## src/hw/cap_pkg.sv

```systemverilog
package cap_pkg;
    localparam int CAP_MODULES = 5;
    localparam int CAP_WDOG_MODULE = 4;
    localparam logic [7:0] CAP_ADDR_CTRL = 8'hD8;
    localparam logic [7:0] CAP_ADDR_MODE0 = 8'hDA;
    localparam logic [7:0] CAP_ADDR_CMPL0 = 8'hEA;
    localparam logic [7:0] CAP_ADDR_CMPH0 = 8'hFA;
    localparam logic [7:0] CAP_ADDR_CNTL = 8'hE9;
    localparam logic [7:0] CAP_ADDR_CNTH = 8'hF9;
    localparam logic [7:0] CAP_ADDR_WDOG = 8'hD9;
    localparam logic [7:0] CAP_ADDR_RUN = 8'hDF;
    localparam int CAP_BIT_COMPARE_ENABLE = 6;
    localparam int CAP_BIT_MATCH_ENABLE = 3;
    localparam int CAP_BIT_TOGGLE_ENABLE = 2;
    localparam int CAP_BIT_PWM_ENABLE = 1;
    localparam int CAP_BIT_IRQ_ENABLE = 0;
    localparam int CAP_BIT_WDOG_ENABLE = 0;
    localparam logic [6:0] CAP_MODE_RESET = 7'h00;
    localparam logic [7:0] CAP_BYTE_RESET = 8'h00;
    localparam logic [15:0] CAP_COUNT_RESET = 16'h0000;
    localparam logic [7:0] CAP_LOW_WRAP = 8'hFF;
    localparam logic [7:0] CAP_PRESCALE_RESET = 8'h00;

    typedef struct packed {
        logic compare_enable;
        logic match_enable;
        logic toggle_enable;
        logic pwm_enable;
        logic match_irq_enable;
    } cap_mode_s;

    typedef struct packed {
        logic [7:0] addr;
        logic [7:0] wdata;
        logic wr;
        logic rd;
    } cap_bus_s;
endpackage : cap_pkg

```

## src/hw/cap_channel.sv

```systemverilog
`timescale 1ns/100ps
module cap_channel
    import cap_pkg::*;
(
    input wire logic clk,
    input wire logic rst_n,
    input wire cap_mode_s mode,
    input wire logic [15:0] count,
    input wire logic tick,
    input wire logic low_wrap,
    input wire logic [15:0] compare_value,
    output logic match,
    output logic module_output_pin
);
    logic [7:0] duty_active_byte;
    logic hit;

    // exact 16-bit equality, one event per increment
    assign hit = (count == compare_value);
    assign match = tick && hit && mode.compare_enable && mode.match_enable;

    // glitch-free duty reload on low byte wrap
    always_ff @(posedge clk or negedge rst_n) begin
        if (!rst_n) begin
            duty_active_byte <= CAP_BYTE_RESET;
        end else if (low_wrap) begin
            duty_active_byte <= compare_value[15:8];
        end
    end

    // output pin: pwm comparator or toggle
    always_ff @(posedge clk or negedge rst_n) begin
        if (!rst_n) begin
            module_output_pin <= 1'b0;
        end else if (mode.pwm_enable && mode.compare_enable) begin
            module_output_pin <= (count[7:0] >= duty_active_byte);
        end else if (match && mode.toggle_enable) begin
            module_output_pin <= ~module_output_pin;
        end
    end
endmodule : cap_channel

```

## src/hw/cap_array.sv

```systemverilog
// Our own choices: the address map and the strobed register port.
`timescale 1ns/100ps
module cap_array
    import cap_pkg::*;
(
    input wire logic clk,
    input wire logic rst_n,
    input wire logic [7:0] addr,
    input wire logic [7:0] wdata,
    input wire logic wr,
    input wire logic rd,
    output logic [7:0] rdata,
    output logic irq,
    output logic watchdog_reset,
    output logic [CAP_MODULES-1:0] module_output_pin
);
    cap_bus_s bus;
    cap_mode_s module_mode_reg [CAP_MODULES];
    logic [7:0] compare_low_byte [CAP_MODULES];
    logic [7:0] compare_high_byte [CAP_MODULES];
    logic [CAP_MODULES-1:0] module_match_flag;
    logic [CAP_MODULES-1:0] match;
    logic [7:0] counter_low_byte;
    logic [7:0] counter_high_byte;
    logic [7:0] prescale;
    logic [7:0] prescale_count;
    logic counter_run;
    logic watchdog_enable;
    logic tick;
    logic low_wrap;
    logic [7:0] next_rdata;

    assign bus = '{addr: addr, wdata: wdata, wr: wr, rd: rd};

    function automatic logic in_bank(input logic [7:0] a, input logic [7:0] base);
        logic [7:0] d;
        d = a - base;
        in_bank = (a >= base) && (d < 8'(CAP_MODULES));
    endfunction : in_bank

    function automatic logic [7:0] mode_to_byte(input cap_mode_s m);
        logic [7:0] b;
        b = CAP_BYTE_RESET;
        b[CAP_BIT_COMPARE_ENABLE] = m.compare_enable;
        b[CAP_BIT_MATCH_ENABLE] = m.match_enable;
        b[CAP_BIT_TOGGLE_ENABLE] = m.toggle_enable;
        b[CAP_BIT_PWM_ENABLE] = m.pwm_enable;
        b[CAP_BIT_IRQ_ENABLE] = m.match_irq_enable;
        mode_to_byte = b;
    endfunction : mode_to_byte

    // count rate: one increment per (prescale + 1) clocks
    assign tick = counter_run && (prescale_count == prescale);
    assign low_wrap = tick && (counter_low_byte == CAP_LOW_WRAP);

    always_ff @(posedge clk or negedge rst_n) begin
        if (!rst_n) begin
            prescale_count <= CAP_PRESCALE_RESET;
        end else if (!counter_run || tick) begin
            prescale_count <= CAP_PRESCALE_RESET;
        end else begin
            prescale_count <= prescale_count + 8'h01;
        end
    end

    // shared time base
    always_ff @(posedge clk or negedge rst_n) begin
        if (!rst_n) begin
            counter_low_byte <= CAP_COUNT_RESET[7:0];
            counter_high_byte <= CAP_COUNT_RESET[15:8];
        end else if (bus.wr && bus.addr == CAP_ADDR_CNTL) begin
            counter_low_byte <= bus.wdata;
        end else if (bus.wr && bus.addr == CAP_ADDR_CNTH) begin
            counter_high_byte <= bus.wdata;
        end else if (tick) begin
            {counter_high_byte, counter_low_byte} <= {counter_high_byte, counter_low_byte}
                + 16'h0001;
        end
    end

    // global controls
    always_ff @(posedge clk or negedge rst_n) begin
        if (!rst_n) begin
            counter_run <= 1'b0;
            prescale <= CAP_PRESCALE_RESET;
            watchdog_enable <= 1'b0;
        end else begin
            if (bus.wr && bus.addr == CAP_ADDR_RUN) begin
                prescale <= bus.wdata;
            end
            if (bus.wr && bus.addr == CAP_ADDR_CTRL) begin
                counter_run <= bus.wdata[CAP_BIT_COMPARE_ENABLE];
            end
            if (bus.wr && bus.addr == CAP_ADDR_WDOG) begin
                watchdog_enable <= bus.wdata[CAP_BIT_WDOG_ENABLE];
            end
        end
    end

    genvar gi;
    generate
        for (gi = 0; gi < CAP_MODULES; gi++) begin : g_mod
            localparam logic [7:0] IDX = 8'(gi);
            logic wr_mode;
            logic wr_low;
            logic wr_high;
            assign wr_mode = bus.wr && (bus.addr == CAP_ADDR_MODE0 + IDX);
            assign wr_low = bus.wr && (bus.addr == CAP_ADDR_CMPL0 + IDX);
            assign wr_high = bus.wr && (bus.addr == CAP_ADDR_CMPH0 + IDX);

            always_ff @(posedge clk or negedge rst_n) begin
                if (!rst_n) begin
                    module_mode_reg[gi] <= cap_mode_s'(CAP_MODE_RESET[4:0]);
                end else if (wr_mode) begin
                    module_mode_reg[gi].compare_enable <=
                        bus.wdata[CAP_BIT_COMPARE_ENABLE];
                    module_mode_reg[gi].match_enable <= bus.wdata[CAP_BIT_MATCH_ENABLE];
                    module_mode_reg[gi].toggle_enable <= bus.wdata[CAP_BIT_TOGGLE_ENABLE];
                    module_mode_reg[gi].pwm_enable <= bus.wdata[CAP_BIT_PWM_ENABLE];
                    module_mode_reg[gi].match_irq_enable <= bus.wdata[CAP_BIT_IRQ_ENABLE];
                end else if (wr_high) begin
                    module_mode_reg[gi].compare_enable <= 1'b1;
                end else if (wr_low) begin
                    module_mode_reg[gi].compare_enable <= 1'b0;
                end
            end

            always_ff @(posedge clk or negedge rst_n) begin
                if (!rst_n) begin
                    compare_low_byte[gi] <= CAP_BYTE_RESET;
                    compare_high_byte[gi] <= CAP_BYTE_RESET;
                end else begin
                    if (wr_low) begin
                        compare_low_byte[gi] <= bus.wdata;
                    end
                    if (wr_high) begin
                        compare_high_byte[gi] <= bus.wdata;
                    end
                end
            end

            // flag: set wins over software clear
            always_ff @(posedge clk or negedge rst_n) begin
                if (!rst_n) begin
                    module_match_flag[gi] <= 1'b0;
                end else if (match[gi]) begin
                    module_match_flag[gi] <= 1'b1;
                end else if (bus.wr && bus.addr == CAP_ADDR_CTRL && !bus.wdata[gi]) begin
                    module_match_flag[gi] <= 1'b0;
                end
            end

            cap_channel u_channel (
                .clk(clk),
                .rst_n(rst_n),
                .mode(module_mode_reg[gi]),
                .count({counter_high_byte, counter_low_byte}),
                .tick(tick),
                .low_wrap(low_wrap),
                .compare_value({compare_high_byte[gi], compare_low_byte[gi]}),
                .match(match[gi]),
                .module_output_pin(module_output_pin[gi])
            );
        end
    endgenerate

    // interrupt request: flag and enable together
    always_comb begin
        irq = 1'b0;
        for (int i = 0; i < CAP_MODULES; i++) begin
            irq = irq | (module_match_flag[i] & module_mode_reg[i].match_irq_enable);
        end
    end

    // internal reset pulse only, no pin drive
    always_ff @(posedge clk or negedge rst_n) begin
        if (!rst_n) begin
            watchdog_reset <= 1'b0;
        end else begin
            watchdog_reset <= watchdog_enable && match[CAP_WDOG_MODULE];
        end
    end

    // read mux
    always_comb begin
        next_rdata = CAP_BYTE_RESET;
        if (bus.addr == CAP_ADDR_CTRL) begin
            next_rdata = {1'b0, counter_run, 1'b0, module_match_flag};
        end else if (bus.addr == CAP_ADDR_CNTL) begin
            next_rdata = counter_low_byte;
        end else if (bus.addr == CAP_ADDR_CNTH) begin
            next_rdata = counter_high_byte;
        end else if (bus.addr == CAP_ADDR_WDOG) begin
            next_rdata = {7'h00, watchdog_enable};
        end else if (bus.addr == CAP_ADDR_RUN) begin
            next_rdata = prescale;
        end else if (in_bank(bus.addr, CAP_ADDR_MODE0)) begin
            next_rdata = mode_to_byte(module_mode_reg[3'(bus.addr - CAP_ADDR_MODE0)]);
        end else if (in_bank(bus.addr, CAP_ADDR_CMPL0)) begin
            next_rdata = compare_low_byte[3'(bus.addr - CAP_ADDR_CMPL0)];
        end else if (in_bank(bus.addr, CAP_ADDR_CMPH0)) begin
            next_rdata = compare_high_byte[3'(bus.addr - CAP_ADDR_CMPH0)];
        end
    end

    always_ff @(posedge clk or negedge rst_n) begin
        if (!rst_n) begin
            rdata <= CAP_BYTE_RESET;
        end else if (bus.rd) begin
            rdata <= next_rdata;
        end else begin
            rdata <= CAP_BYTE_RESET;
        end
    end
endmodule : cap_array

```

## config.mk

```make
export PLATFORM = sky130hd
export DESIGN_NAME = cap_array
export DESIGN_NICKNAME = d
export VERILOG_FILES = /design/src/hw/cap_pkg.sv /design/src/hw/cap_channel.sv /design/src/hw/cap_array.sv
export SDC_FILE = /design/constraint.sdc
export NUM_CORES = 1
export LEC_CHECK = 0
export BUFFER_PORTS_ARGS = -buffer_cell sky130_fd_sc_hd__buf_2
export CAP_MARGIN = 20
export CORE_MARGIN = 8
export CORE_UTILIZATION = 45
export DETAILED_ROUTE_END_ITERATION = 6
export SYNTH_ARGS = -nofsm -noshare
export SYNTH_HDL_FRONTEND = slang
export SYNTH_HIERARCHICAL = 1
export SYNTH_SLANG_ARGS = --single-unit
```

## constraint.sdc

```tcl
create_clock -name clk -period 5.6 [get_ports clk]
set_input_delay 0.28 -clock clk [delete_from_list [all_inputs] [get_ports clk]]
set_output_delay 0.28 -clock clk [all_outputs]
set_load 0.02 [all_outputs]
```

==> results by stage, run 1 <==
Synthesis:
- The average size of a mapped cell is 10.4 sq um.
- The fraction of the mapped netlist area in adder cells is 0.0486.
- Synthesis handed over a netlist of around 1.1k instances.
- Of the total synthesized cell area, the portion taken by AND, OR, NAND and NOR gates is 0.126.
- For this run, the register share of the synthesized area comes to 0.437.
- The xor/xnor cell area share of the yosys netlist is 0.0796.
- The multiplexer fraction of the synthesized cell area is 0.152.
- The count of different cell masters after synthesis is 53.
- The leading register cell type out of synthesis is sky130_fd_sc_hd__dfrtp_1.
- The synthesized design contains 0 enable-type register cells.
- The post-synth net total is about 1.2k.
- After synthesis the netlist holds a flip-flop and latch count of ~200.
- Sorting the synthesized cells by area gives the leading types as sky130_fd_sc_hd__dfrtp_1, sky130_fd_sc_hd__mux2_2, sky130_fd_sc_hd__xnor2_1.
- The synthesized design spends more area on one cell type than any other, namely sky130_fd_sc_hd__dfrtp_1.
- The area of the mapped netlist is roughly 11000 sq um.
- After synthesis, the largest family of logic cells by area is multiplexers.
- The count of yosys warnings during synthesis is 6.
- The compound-cell area share of the yosys netlist was 0.118.
- Of all flip-flops after synthesis, the portion carrying an async set or reset was 1.00.
- The share of synthesized area in the top cell type comes to 0.437.

Detailed routing:
- The remaining design rule violation count is 0.
- The length of the first detailed-routing pass in iterations is 5.
- In the routed layout, each cell is associated on average with a via count of 6.11.
- For this block, the initial DRC count from the detailed router was 1112.
- The number of antenna-violating nets in the routed design is 0.
- The routed layout has 8912 vias.
- After detailed routing, the average wire length per cell comes to between 20 and 30 microns.
- Wires add up to 37.7 mm.

Setup path:
- In this run the worst path has a maximum fanout of 41.
- The sum of buffers and inverters on the critical path is 4.
- The largest individual stage delay along the critical path comes from the cell sky130_fd_sc_hd__ha_1.
- The number of cell instances on the worst register-to-register path is 8.
- The signal on the critical path passes through buf_2 > inv_1 > ha_1 > buf_4 > inv_1 > a21oi_1 > nand2_1 > a2111oi_0 > o21ai_0 > a31oi_1.
- The kind of critical path is in2reg.
- STA puts the critical path data arrival time at 3.93 ns.
- The endpoint of the most critical register-to-register path is g_mod[0].u_channel/module_output_pin$_DFFE_PN0P_.
- The data required time of the critical path is 5.97 ns.
- The cell class contributing the biggest share of worst-path delay is buffers and inverters.
- In this run the critical register-to-register path is launched from prescale[5]$_DFFE_PN0P_.
- The launching element type of the critical path is an input port.
- The cell repeated most along the worst path is sky130_fd_sc_hd__inv_1.
- For flop-to-flop paths, the worst setup slack is 2.22 ns.
- STA classifies the critical path endpoint as a flop.
- For this run, the slowest stage of the critical path takes 0.92 ns.

Timing:
- At the pin with the least slew margin, the transition time is approximately 1.0 ns.
- In the finished design, the share of the clock period the worst path needs comes to 0.635.
- The routed design could run at a clock period as short as ~3.6 ns.
- The max-slew violation count is 0.
- The number of endpoints with negative hold slack in the final report is 0.
- The maximum clock skew at final layout is 0.0102 ns.
- Setup repair after global routing left no endpoint under its margin.
- Measured against its own limit, the worst slew margin works out to 0.335.
- The setup violation total in the final timing report is 0.
- Based on the critical path, the design can be clocked at up to 281 MHz.
- The setup TNS is 0 ns.

GRT:
- The total global routing track utilization is 0.251.
- The number of global-route vias before repair is 9075.
- For this run, global-route usage on met1 was measured as 0.339.
- The pin count of the biggest net entering global routing is 104.
- The met2 layer usage reported by global route is 0.390.
- The wire length of the first global-routing pass is 57.8 mm.
- The met3 track utilization from global routing is 0.0464.
- The sum of overflow across all layers after global routing is 0.
- The most heavily used metal layer in global routing is met2.
- The initial antenna violation count is 0.

Die:
- The boundary pin count is 35.
- The site row count is 58.
- The die extent in x is 175 microns.
- The initial utilization of the core area, before any placement, comes to 0.454.
- The die covers 30500 sq um.
- The core area is approximately 25000 sq um.
- The die is about 170 microns tall.

Power:
- Power spread over the standard cell area amounts to 291 nW/um^2.
- Of the total power, registers draw 0.440.
- The leakage power summed over all cells is 5.46 nW.
- The maximum VDD drop is 0.000186 V.
- The completed layout was analyzed and its total power is ~3.6 mW.
- Of the total power, the share spent switching nets is 0.311.
- The cell internal power dissipation is 2.51 mW.
- The switching power is 1.13 mW.
- The clock network power share is 0.383.
- The share of total power dissipated in combinational logic is 0.176.

Job:
- The number of maximum-capacitance constraint violations is 0.

Layout:
- The utilization of the core after routing is 0.502.
- The library cell used most frequently in the layout, excluding fill and tap cells, is sky130_fd_sc_hd__dfrtp_1.
- The final antenna diode count is 0.
- The layout-stage area growth over the synthesis result is 10.6%.
- Of the cells placed in the final design, the portion with a size suffix greater than 1 is 0.194.
- The library cells used most frequently in the layout, excluding fill and tap cells, are sky130_fd_sc_hd__dfrtp_1, sky130_fd_sc_hd__mux2_2, sky130_fd_sc_hd__nand2_1, sky130_fd_sc_hd__xnor2_1, sky130_fd_sc_hd__o21ai_0.
- In the final layout, the registers with the most flip-flops are compare_high_byte (40), compare_low_byte (40), g_mod.u_channel/duty_active_byte (40).
- Fill cells in the final layout number 2289.
- The final layout contains between 1k and 1.5k nets.

Clock network:
- In this run the number of H-tree levels came out at 4.
- Clock-pin slew was measured on the worst setup and hold paths at 0.08 ns.
- The clock sink count is 198.
- For the worst-skew pair, the clock arrives at the later sink with an insertion delay of between 0.4 and 0.5 ns.
- The CTS root buffer is sky130_fd_sc_hd__clkbuf_16.
- The number of buffers between clock root and the deepest sink is 2.
- TritonCTS built the clock tree.
- The number of instances resized during post-cts repair is 0.
- The TritonCTS buffer count is 17.

Place:
- The detailed placer's ending HPWL is around 26 mm.
- Input and output buffers added on the ports amount to 34.
- The final weighted congestion of routability-driven global placement is 0.977.

Worst hold path:
- The startpoint of the worst hold path is rd.
- The worst hold path class is in2reg.
- The worst hold path terminates at rdata[3]$_DFF_PN0_.
- Counting instances, the worst hold path has a depth of 3.

Outcome:
- The run finished with clean final reports.
layer usage:
layer / share of wire / up-vias / wire [microns]
li1: - / 4009 / -
met1: 0.44 / 4461 / 16600
met2: 0.45 / 353 / 17000
met3: 0.068 / 89 / 2550
met4: 0.041 / 0 / 1550
met5: 0 / - / 0
power by group through the flow:
stage | sequential [mW] | combinational (mW) | clock [mW]
final | 1.60 | 0.643 | 1.40
after global routing | 1.61 | 0.707 | 1.47
after CTS | 1.60 | 0.641 | 1.42
after detailed placement | 1.63 | 0.637 | 0
after global placement | 1.63 | 0.632 | 0
after floorplan | 1.64 | 0.354 | 0
area by class of cell:
| class | count | area [sq um] | area share |
|---|---|---|---|
| Sequential cell | 198 | 4950 | 0.396 |
| Inverter | 68 | 255 | 0.0204 |
| Tap cell | 330 | 413 | 0.0330 |
| Clock buffer | 17 | 425 | 0.0340 |
| Multi-Input combinational cell | 782 | 5940 | 0.474 |
| Timing Repair Buffer | 49 | 307 | 0.0245 |
| Clock inverter | 15 | 231 | 0.0185 |
cell usage after synthesis (7+ instances only):
cell type                  count
sky130_fd_sc_hd__xor2_1       13
sky130_fd_sc_hd__a22oi_1      20
sky130_fd_sc_hd__o221ai_1      7
sky130_fd_sc_hd__o21a_1       13
sky130_fd_sc_hd__xnor2_1      90
sky130_fd_sc_hd__nand4_1      27
sky130_fd_sc_hd__o22ai_1       8
sky130_fd_sc_hd__nand3_1      39
sky130_fd_sc_hd__and3_1        9
sky130_fd_sc_hd__mux2i_1      17
sky130_fd_sc_hd__nand2_1      94
sky130_fd_sc_hd__nor4_1        9
sky130_fd_sc_hd__a21oi_1      14
sky130_fd_sc_hd__mux2_2      120
sky130_fd_sc_hd__ha_1         44
sky130_fd_sc_hd__nor2_1       41
sky130_fd_sc_hd__mux4_2        9
sky130_fd_sc_hd__dfrtp_1     198
sky130_fd_sc_hd__o31ai_1       7
sky130_fd_sc_hd__nor3_1       17
sky130_fd_sc_hd__nand2b_1     14
sky130_fd_sc_hd__inv_1        68
sky130_fd_sc_hd__or4_1         7
sky130_fd_sc_hd__o21ai_0      78
sky130_fd_sc_hd__clkbuf_1     33
sky130_fd_sc_hd__a31oi_1      14
per-stage QoR:
stage          worst slack (ns)  cell area [sq um]  hold slack [ns]  cells
2_1_floorplan              3.02              11300          -0.0156   1093
3_3_place_gp               1.69              11900            0.469   1425
3_5_place_dp               1.69              11900            0.460   1425
4_1_cts                    2.17              12500            0.179   1458
5_1_grt                    1.76              12500            0.202   1459
6_report                   2.04              12500            0.196   1459
worst max path at each step:
| stage | start | endpoint | slack (ns) | cells after the start |
|---|---|---|---|---|
| after floorplan | prescale_count[0]$_DFF_PN0_ | g_mod[0].u_channel/module_output_pin$_DFFE_PN0P_ | 3.02 | 9 |
| after global placement | addr[1] | rdata[4]$_DFF_PN0_ | 1.69 | 10 |
| after detailed placement | addr[1] | rdata[4]$_DFF_PN0_ | 1.69 | 10 |
| after CTS | addr[1] | rdata[4]$_DFF_PN0_ | 2.17 | 10 |
| after global routing | addr[1] | rdata[4]$_DFF_PN0_ | 1.76 | 10 |
| final | addr[1] | rdata[4]$_DFF_PN0_ | 2.04 | 10 |
what timing repair did:
| item | in CTS | in global routing |
|---|---|---|
| endpoints found under the hold margin | 24 | 0 |
| hold buffers | 1 | 0 |
| buffers inserted | 0 | 0 |
kinds of logic after synthesis:
| family | count (synthesis) |
|---|---|
| mux | 146 |
| flops | 198 |
| buf+inv | 113 |
| xor+xnor | 103 |
| fa+ha+maj | 44 |
| simple gates | 283 |
| compound gates | 206 |
worst register-to-register path, stage by stage (launching register included):
cell	delay, ns
sky130_fd_sc_hd__dfrtp_1	0.42
sky130_fd_sc_hd__xor2_1	0.17
sky130_fd_sc_hd__nor4_1	0.38
sky130_fd_sc_hd__nand3_1	0.47
sky130_fd_sc_hd__inv_1	0.50
sky130_fd_sc_hd__nand4_1	0.17
sky130_fd_sc_hd__or4_4	0.56
sky130_fd_sc_hd__or4_1	0.43
sky130_fd_sc_hd__a31oi_1	0.19
Power figures use the tool's default switching activity.
==> run 2: changes to the inputs <==
==> constraint.sdc (replaced) <==
create_clock -name clk -period 3.35 [get_ports clk]
set_input_delay 0.1675 -clock clk [delete_from_list [all_inputs] [get_ports clk]]
set_output_delay 0.1675 -clock clk [all_outputs]
set_load 0.02 [all_outputs]
==> run 2 against run 1 <==
Sequential share of layout area fell by 0.43 points. Largest cell class unchanged. Combinational power rose by 66%. Worst setup slack got worse by 1.5 ns. Sequential power rose by 69%. Wire length fell by 1.7%. Via count rose by 0.81%.
==> results by stage, run 2 (synthesized netlist as in run 1, its figures left out) <==
Outcome:
- The flow ran to the end, and the final reports show no timing, DRC or antenna violations.

Die:
- From left edge to right edge, the die measures roughly 170 microns.
- For this configuration, the core starts out at a cell density of 0.454.
- The floorplan step set the die height to roughly 170 microns.
- In this run the count of I/O pins placed on the die edge is 35.
- The site row count is 58.
- The floorplan step defined a die boundary enclosing about 31000 sq um.
- In this run the standard cell core region covers 25000 sq um.

Power:
- The share of power burned in combinational logic is 0.177.
- The maximum VDD drop is 0.000235 V.
- The areal power density over the cells is 479 nW/um^2.
- The cell internal power dissipation is approximately 4.2 mW.
- The clock network power share is 0.379.
- The switching power is 1.87 mW.
- The leakage power summed over all cells is between 5 and 6 nW.
- The proportion of total power due to net switching is 0.309.
- The sequential fraction of design power is 0.444.

Layout:
- The number of antenna diodes in the final layout is 0.
- The layout-stage area growth over the synthesis result is 11.8%.
- In the final layout, the share of cells above drive strength 1 is 0.206.
- The largest registers in the layout are compare_high_byte (40), compare_low_byte (40), g_mod.u_channel/duty_active_byte (40).
- Leaving out fill and tap cells, the most frequent cell in the layout is sky130_fd_sc_hd__dfrtp_1.
- In the layout the commonest cells are sky130_fd_sc_hd__dfrtp_1, sky130_fd_sc_hd__mux2_2, sky130_fd_sc_hd__nand2_1, sky130_fd_sc_hd__xnor2_1, sky130_fd_sc_hd__o21ai_0.
- After the last flow step, the layout net total stands at around 1.2k.

Setup path:
- The register-to-register setup slack is 0.53 ns.
- The worst register-to-register path begins at prescale_count[5]$_DFF_PN0_.
- The launching element type of the critical path is a flop.
- The data required time of the critical path is between 3 and 4 ns.
- STA puts the critical path data arrival time at between 3 and 4 ns.
- The critical path is of the reg2reg type.
- STA classifies the critical path endpoint as a flop.
- The worst register-to-register path has a depth of 8.
- Of all nets on the critical path, the largest fanout is 5.
- The endpoint of the most critical register-to-register path is g_mod[2].u_channel/module_output_pin$_DFFE_PN0P_.

Job:
- Max-cap violations in this run came to 0.

Timing:
- Setup violations remaining at the end of the flow were counted as 0.
- The max-slew violation count is 0.
- The measured slew at the worst slew-check pin is around 0.9 ns.
- The shortest period the worst path allows is 2.82 ns.
- The worst hold slack is 0.0548 ns.
- Setup repair after global routing left no endpoint under its margin.
- In this run the tightest slew margin relative to its limit is 0.378.
- The setup TNS is 0 ns.
- The fmax is 354 MHz.
- The number of endpoints with negative hold slack in the final report was 0.
- The post-route clock period utilization is 0.843.
- Across the routed clock network, the largest skew measured is between 0.009 and 0.01 ns.

Clock network:
- The clock-pin slew reported for the worst setup and hold paths after clock tree synthesis is 0.08 ns.
- The TritonCTS buffer count is 17.
- In this run the deepest clock path goes through 2 buffers.
- At the later pin of the worst-skew pair, clock insertion delay measures 0.45 ns.
- The post-CTS repair timing setup buffer count is 0.
- In this run, post-CTS repair resized a total of 0 instances.
- The tree is rooted in a sky130_fd_sc_hd__clkbuf_16.
- The tree built by TritonCTS fans out to 198 sinks.
- TritonCTS built the clock tree.
- The count of H-tree levels built during CTS is 4.
- Buffers inserted to repair hold after CTS numbered 1.

Detailed routing:
- The post-detailed-route via-to-cell ratio is between 6 and 7.
- The count of routing violations after the opening detailed-route iteration is 1078.
- The mean routed wirelength per cell is between 20 and 30 microns.
- The final wirelength is 37.1 mm.
- The detail route stage leaves a number of antenna-violating nets equal to 0.
- Before antenna repair, the detailed router went through 5 iterations.
- For this block, the via count after detailed routing is about 9k.
- The remaining design rule violation count is 0.

GRT:
- The number of global-route vias before repair is between 8k and 9k.
- The pin count of the biggest net entering global routing is 82.
- In the global route stage, overall resource usage came out at 0.245.
- The sum of overflow across all layers after global routing is 0.
- The initial antenna violation count is 0.
- The wire length of the first global-routing pass is 56.3 mm.

Worst hold path:
- In this run the worst hold path is classified as in2reg.
- The worst hold path terminates at rdata[4]$_DFF_PN0_.
- The cell depth of the worst hold path is 3.
- The startpoint identified for the worst hold timing path is rd.

Place:
- The congestion estimate from routability-driven global placement came to 0.961.
- Input and output buffers added on the ports amount to 34.
- The detailed placer's ending HPWL is between 20 and 30 mm.
[run 2: cell types whose count changed in the layout (fill, tap and decap cells not counted), sizes merged]
cell / change
buf: +18
clkbuf: -1
clkinv: +4
clkinvlp: -2
inv: -2
[run 2: how the worst max path moves through the flow]
stage / startpoint / cells past startpoint / slack (ns) / to
CTS: prescale_count[5]$_DFF_PN0_ / 8 / 0.53 / g_mod[2].u_channel/module_output_pin$_DFFE_PN0P_
global route: prescale_count[5]$_DFF_PN0_ / 9 / 0.35 / g_mod[4].u_channel/duty_active_byte[4]$_DFFE_PN0P_
floorplan: prescale_count[0]$_DFF_PN0_ / 9 / 0.77 / g_mod[0].u_channel/module_output_pin$_DFFE_PN0P_
detailed placement: prescale_count[5]$_DFF_PN0_ / 8 / 0.55 / g_mod[0].u_channel/module_output_pin$_DFFE_PN0P_
global placement: prescale[4]$_DFFE_PN0P_ / 8 / 0.63 / g_mod[4].u_channel/module_output_pin$_DFFE_PN0P_
finish: prescale_count[5]$_DFF_PN0_ / 8 / 0.53 / g_mod[2].u_channel/module_output_pin$_DFFE_PN0P_
[run 2: area by class of cell]
type	instances	area [sq um]
repair buffers	66	459
clock inverters	15	216
clock buffers	17	425
multi-input cells	782	5940
fillers	2310	12300
flip-flops and latches	198	4950
well taps	330	413
inverters	68	255
[run 2: layer usage]
metal  track usage  wire, microns  up-vias
met5             0              0        -
met4         0.108           1540        0
met1         0.334          16300     4488
met3        0.0486           2540       89
li1              -              -     4024
met2         0.373          16700      383
[run 2: critical path: stages (launching register included)]
cell and delay, ns:
sky130_fd_sc_hd__dfrtp_1 0.43, sky130_fd_sc_hd__xor2_1 0.16, sky130_fd_sc_hd__nor4_1 0.38, sky130_fd_sc_hd__nand3_1 0.16
sky130_fd_sc_hd__inv_1 0.31, sky130_fd_sc_hd__nand4_1 0.13, sky130_fd_sc_hd__or4_4 0.54, sky130_fd_sc_hd__or4_1 0.41
sky130_fd_sc_hd__a31oi_1 0.20
[run 2: power by group through the flow]
stage / Clock, mW / Combinational [mW] / Sequential, mW
2_1_floorplan: 0 / 0.593 / 2.74
3_3_place_gp: 0 / 1.05 / 2.74
3_5_place_dp: 0 / 1.06 / 2.74
4_1_cts: 2.31 / 1.07 / 2.69
5_1_grt: 2.41 / 1.18 / 2.71
6_report: 2.30 / 1.07 / 2.70
[run 2: stage by stage]
| stage | worst slack [ns] | std cells | instance area (sq um) | power, mW | utilization |
|---|---|---|---|---|---|
| 2_1_floorplan | 0.769 | 1093 | 11300 | 3.33 | - |
| 3_3_place_gp | 0.632 | 1443 | 12000 | 3.78 | 0.481 |
| 3_5_place_dp | 0.547 | 1443 | 12000 | 3.80 | 0.481 |
| 4_1_cts | 0.532 | 1476 | 12700 | 6.07 | 0.507 |
| 5_1_grt | 0.346 | 1476 | 12700 | 6.30 | 0.507 |
| 6_report | 0.526 | 1476 | 12700 | 6.07 | 0.507 |
==> run 3: changes to the inputs <==
--- a/config.mk
+++ b/config.mk
@@ -5,6 +5,7 @@
 export SDC_FILE = /design/constraint.sdc
 export NUM_CORES = 1
 export LEC_CHECK = 0
+export ABC_AREA = 1
 export BUFFER_PORTS_ARGS = -buffer_cell sky130_fd_sc_hd__buf_2
 export CAP_MARGIN = 20
 export CORE_MARGIN = 8
==> constraint.sdc (replaced) <==
create_clock -name clk -period 2.3 [get_ports clk]
set_input_delay 0.115 -clock clk [delete_from_list [all_inputs] [get_ports clk]]
set_output_delay 0.115 -clock clk [all_outputs]
set_load 0.02 [all_outputs]
==> run 3 against run 2 <==
Final cell count increased by 50%. Non-clock buffer count increased by 34. Wire length increased by 22%. Global-route usage increased by 3.1 points. Die area increased by 8.4%. Via count increased by 34%. Synthesized area increased by 9.3%. Clock skew increased by 0.0034 ns. Register-to-register slack got worse by 0.47 ns. Sequential cell count unchanged. Critical endpoint is now module_match_flag[0]$_DFFE_PN0P_.
==> results by stage, run 3 <==
Outcome:
- The flow ran to the end, and the final reports show no timing, DRC or antenna violations.

GRT:
- The pin count of the biggest net entering global routing is 61.
- The initial antenna violation count was 0.
- The sum of overflow across all layers after global routing is 0.
- The wire length of the first global-routing pass is 69.0 mm.
- The most heavily used metal layer in global routing is met2.
- For met2 alone, demand over resource in global routing was 0.436.
- The number of global-route vias before repair was roughly 11k.
- For this run, the total global-route usage over all layers was measured as 0.276.
- For this run, global-route usage on met3 was measured as 0.0415.
- The met1 global-route usage is 0.369.

Layout:
- In the layout the commonest cells are sky130_fd_sc_hd__nand2_1, sky130_fd_sc_hd__inv_1, sky130_fd_sc_hd__o21ai_0, sky130_fd_sc_hd__dfrtp_1, sky130_fd_sc_hd__nor2_1.
- The finished cells cover around 14000 sq um.
- The ratio of cells with drive above 1 in the final layout is 0.108.
- The final layout net count is 1928.
- The number of antenna diodes in the final layout is 0.
- Fill cells in the final layout number about 2.7k.
- The area of all sequential standard cells is 4960 sq um.
- In the final layout, the registers with the most flip-flops are compare_high_byte (40), compare_low_byte (40), g_mod.u_channel/duty_active_byte (40).
- The multi-input combinational cells in the finished layout cover a total of 6290 sq um.
- Leaving out fill and tap cells, the most frequent cell in the layout is sky130_fd_sc_hd__nand2_1.
- The layout-stage area growth over the synthesis result is 13.2%.

Synthesis:
- The async set-or-reset flop fraction in the synthesized netlist is 1.00.
- When the netlist entered floorplanning its net count stood at ~1.8k.
- The commonest cells after synthesis are sky130_fd_sc_hd__nand2_1, sky130_fd_sc_hd__inv_1, sky130_fd_sc_hd__o21ai_0.
- In this run the mean area of a mapped cell was 6.94 sq um.
- Yosys mapped a number of flops with a built-in enable equal to 0.
- The area of the mapped netlist is 12400 sq um.
- The count of different cell masters after synthesis is 39.
- Counting flops and latches in the post-synthesis netlist gives 198.
- Counting every instance in the synthesized netlist gives 1783.
- The most used flip-flop cell after synthesis is sky130_fd_sc_hd__dfrtp_1.
- The most common cell in the synthesized netlist is sky130_fd_sc_hd__nand2_1.
- Ranked by total cell area, the synthesized netlist is headed by sky130_fd_sc_hd__dfrtp_1, sky130_fd_sc_hd__nand2_1, sky130_fd_sc_hd__o21ai_0.
- The area share of the largest cell type after synthesis is 0.400.
- sky130_fd_sc_hd__dfrtp_1 takes more of the synthesized area than any other cell.
- Yosys printed 6 warnings.
- The sequential cell area fraction in the yosys report is 0.400.

Job:
- The number of maximum-capacitance constraint violations is 0.

Detailed routing:
- Before antenna repair, the detailed router went through 6 iterations.
- The post-detailed-route via-to-cell ratio is 5.44.
- The remaining design rule violation count is 0.
- The count of routing violations after the opening detailed-route iteration is ~1.2k.
- After detailed routing, the total wire length is 45.1 mm.
- The count of nets left with antenna violations once routing finished came out at 0.
- The total number of vias is 12.1k.
- The mean routed wirelength per cell is 20.3 microns.

Clock network:
- The TritonCTS buffer count is 17.
- TritonCTS built the clock tree.
- The count of H-tree levels built during CTS is 4.
- The clock insertion delay at the later pin of the skew report is 0.45 ns.
- The longest clock path from root to sink contains 2 buffers.
- The clock sink count is ~200.
- The clock-pin slew reported for the worst setup and hold paths after clock tree synthesis is roughly 0.08 ns.
- The CTS root buffer is sky130_fd_sc_hd__clkbuf_16.

Setup path:
- The data required time of the critical path is between 2 and 3 ns.
- The worst endpoint data arrival time is roughly 2.6 ns.
- Setup slack on the worst reg-to-reg path comes out at 0.06 ns.
- Together, buffers and inverters on the worst path number 3.
- Along the worst path, the maximum fanout reaches 7.
- The delay contributed by the slowest stage of the critical path is 0.44 ns.
- The cell that appears most often on the critical path is sky130_fd_sc_hd__nand2_1.
- On the critical path the largest part of the delay comes from simple AND/OR/NAND/NOR gates.
- The launching element type of the critical path is a flop.
- The endpoint class of the critical path is a flop.
- The critical path goes through xor2_1 > nor2_1 > nand4_1 > inv_2 > buf_12 > nand2_1 > nor2_2 > nand2_1 > nor3_2 > nand2_1 > nor3_2 > inv_1 > nand2_1.
- The kind of critical path is reg2reg.
- For this design, the slowest cell found on the critical path is sky130_fd_sc_hd__dfrtp_1.

Timing:
- The setup violation total in the final timing report is 0.
- The relative slew slack is 0.457.
- The max-slew violation count is 0.
- The worst hold slack is 0.0419 ns.
- Timing would allow up to 447 MHz.
- Setup repair after global routing could not meet its margin everywhere.
- The setup TNS is 0 ns.
- The worst path needs between 2 and 2.5 ns of the cycle, external delays included.
- For the pin with the worst max-slew slack, the measured transition is 0.815 ns.
- Dividing the final minimum period by the clock period gives 0.974.
- For the final database, setup skew stands at 0.0133 ns.
- The number of endpoints with negative hold slack in the final report was 0.

Place:
- The final weighted congestion of routability-driven global placement is 1.07.
- The placed standard-cell area is around 13000 sq um.
- The HPWL after detailed placement is 33.7 mm.
- The number of buffers inserted by port buffering is 34.

Die:
- The die height is 182 microns.
- The core region is between 20000 and 30000 sq um.
- The die covers 33100 sq um.
- Measured along the x axis, the die boundary spans 182 microns.
- The initial cell density of the core is 0.459.
- The boundary pin count is 35.
- Row generation in the floorplan step produced 60 rows.

Worst hold path:
- The path class of the tightest hold or removal check is in2reg.

Power:
- The maximum VDD drop is 0.000477 V.
- The analysis attributes to cell leakage a power of roughly 7 nW.
- The areal power density over the cells is about 730 nW/um^2.
==> run 3: cell types whose count changed after synthesis, moves of 18 or more <==
cell                      delta
sky130_fd_sc_hd__a22oi_1    -19
sky130_fd_sc_hd__a21oi_1    +38
sky130_fd_sc_hd__inv_1     +181
sky130_fd_sc_hd__xnor2_1    -64
sky130_fd_sc_hd__nand2_1   +458
sky130_fd_sc_hd__nor2_1    +133
sky130_fd_sc_hd__o21ai_0   +132
sky130_fd_sc_hd__mux2_2    -120
sky130_fd_sc_hd__nand3_1    +18
sky130_fd_sc_hd__inv_2      +20
==> run 3: per-stage QoR <==
step,instances,util,setup slack [ns],power (mW)
after floorplan,1783,-,0.00840,5.96
after global placement,2178,0.495,0.0739,7.22
after detailed placement,2178,0.495,0.0810,7.26
after CTS,2216,0.518,0.0486,10.2
after global routing,2217,0.520,-0.0356,10.8
final,2217,0.520,0.0604,10.2
==> run 3: report_power, final <==
part	total [mW]	switching (mW)	internal [mW]
clock	2.97	1.52	1.44
sequential	4.08	0.387	3.69
combinational	3.19	2.05	1.14
==> run 3: worst register-to-register path, delay by kind of cell, from the launching register on <==
family	cells	cell delay [ns]
XOR/XNOR	1	0.18
AND/OR/NAND/NOR	9	1.19
buffers and inverters	3	0.36
flip-flops	1	0.44
==> run 3: cell type report <==
| cell class | instances | share of cell area |
|---|---|---|
| inverter | 269 | 0.0721 |
| clock inverter | 13 | 0.00795 |
| clock buffer | 18 | 0.0313 |
| multi-input combinational | 1278 | 0.449 |
| tap | 341 | 0.0304 |
| timing repair buffer | 100 | 0.0557 |
| sequential | 198 | 0.354 |
==> run 3: what timing repair did <==
item / 4_1_cts / 5_1_grt
resized for setup: 0 / 10
hold buffers: 7 / 0
buffers inserted: 0 / 1
setup endpoints to repair: 0 / 11
hold endpoints to repair: 63 / 0
==> run 3: per-layer routing <==
layer  wire [microns]  share of wire  vias up
met5                0              0        -
met4             2100          0.047        0
met3             3690          0.082      112
met2            20000           0.44      532
met1            19300           0.43     5612
li1                 -              -     5811
==> run 3: path summary, 6_finish.rpt <==
kind / end / start / depth (start not counted)
worst max-delay path: module_match_flag[0]$_DFFE_PN0P_ / prescale[0]$_DFFE_PN0P_ / 13
worst min-delay path: compare_low_byte[18]$_DFFE_PN0P_ / wdata[2] / 3
worst max register to register: module_match_flag[0]$_DFFE_PN0P_ / prescale[0]$_DFFE_PN0P_ / 13
worst min register to register: prescale_count[0]$_DFF_PN0_ / prescale_count[0]$_DFF_PN0_ / 1
max in group asynchronous: compare_low_byte[31]$_DFFE_PN0P_ / rst_n / 3
min in group asynchronous: g_mod[2].u_channel/module_output_pin$_DFFE_PN0P_ / rst_n / 2
==> run 3: logic make-up (layout without fill, tap and decap cells) <==
logic type	after synthesis	after routing	synth area share
XOR/XNOR	39	39	0.0276
AND/OR/NAND/NOR	896	896	0.306
AO/OA/AOI/OAI	299	299	0.127
flip-flops	198	198	0.400
buffers and inverters	307	400	0.0949
adder cells (fa/ha/maj)	44	44	0.0445
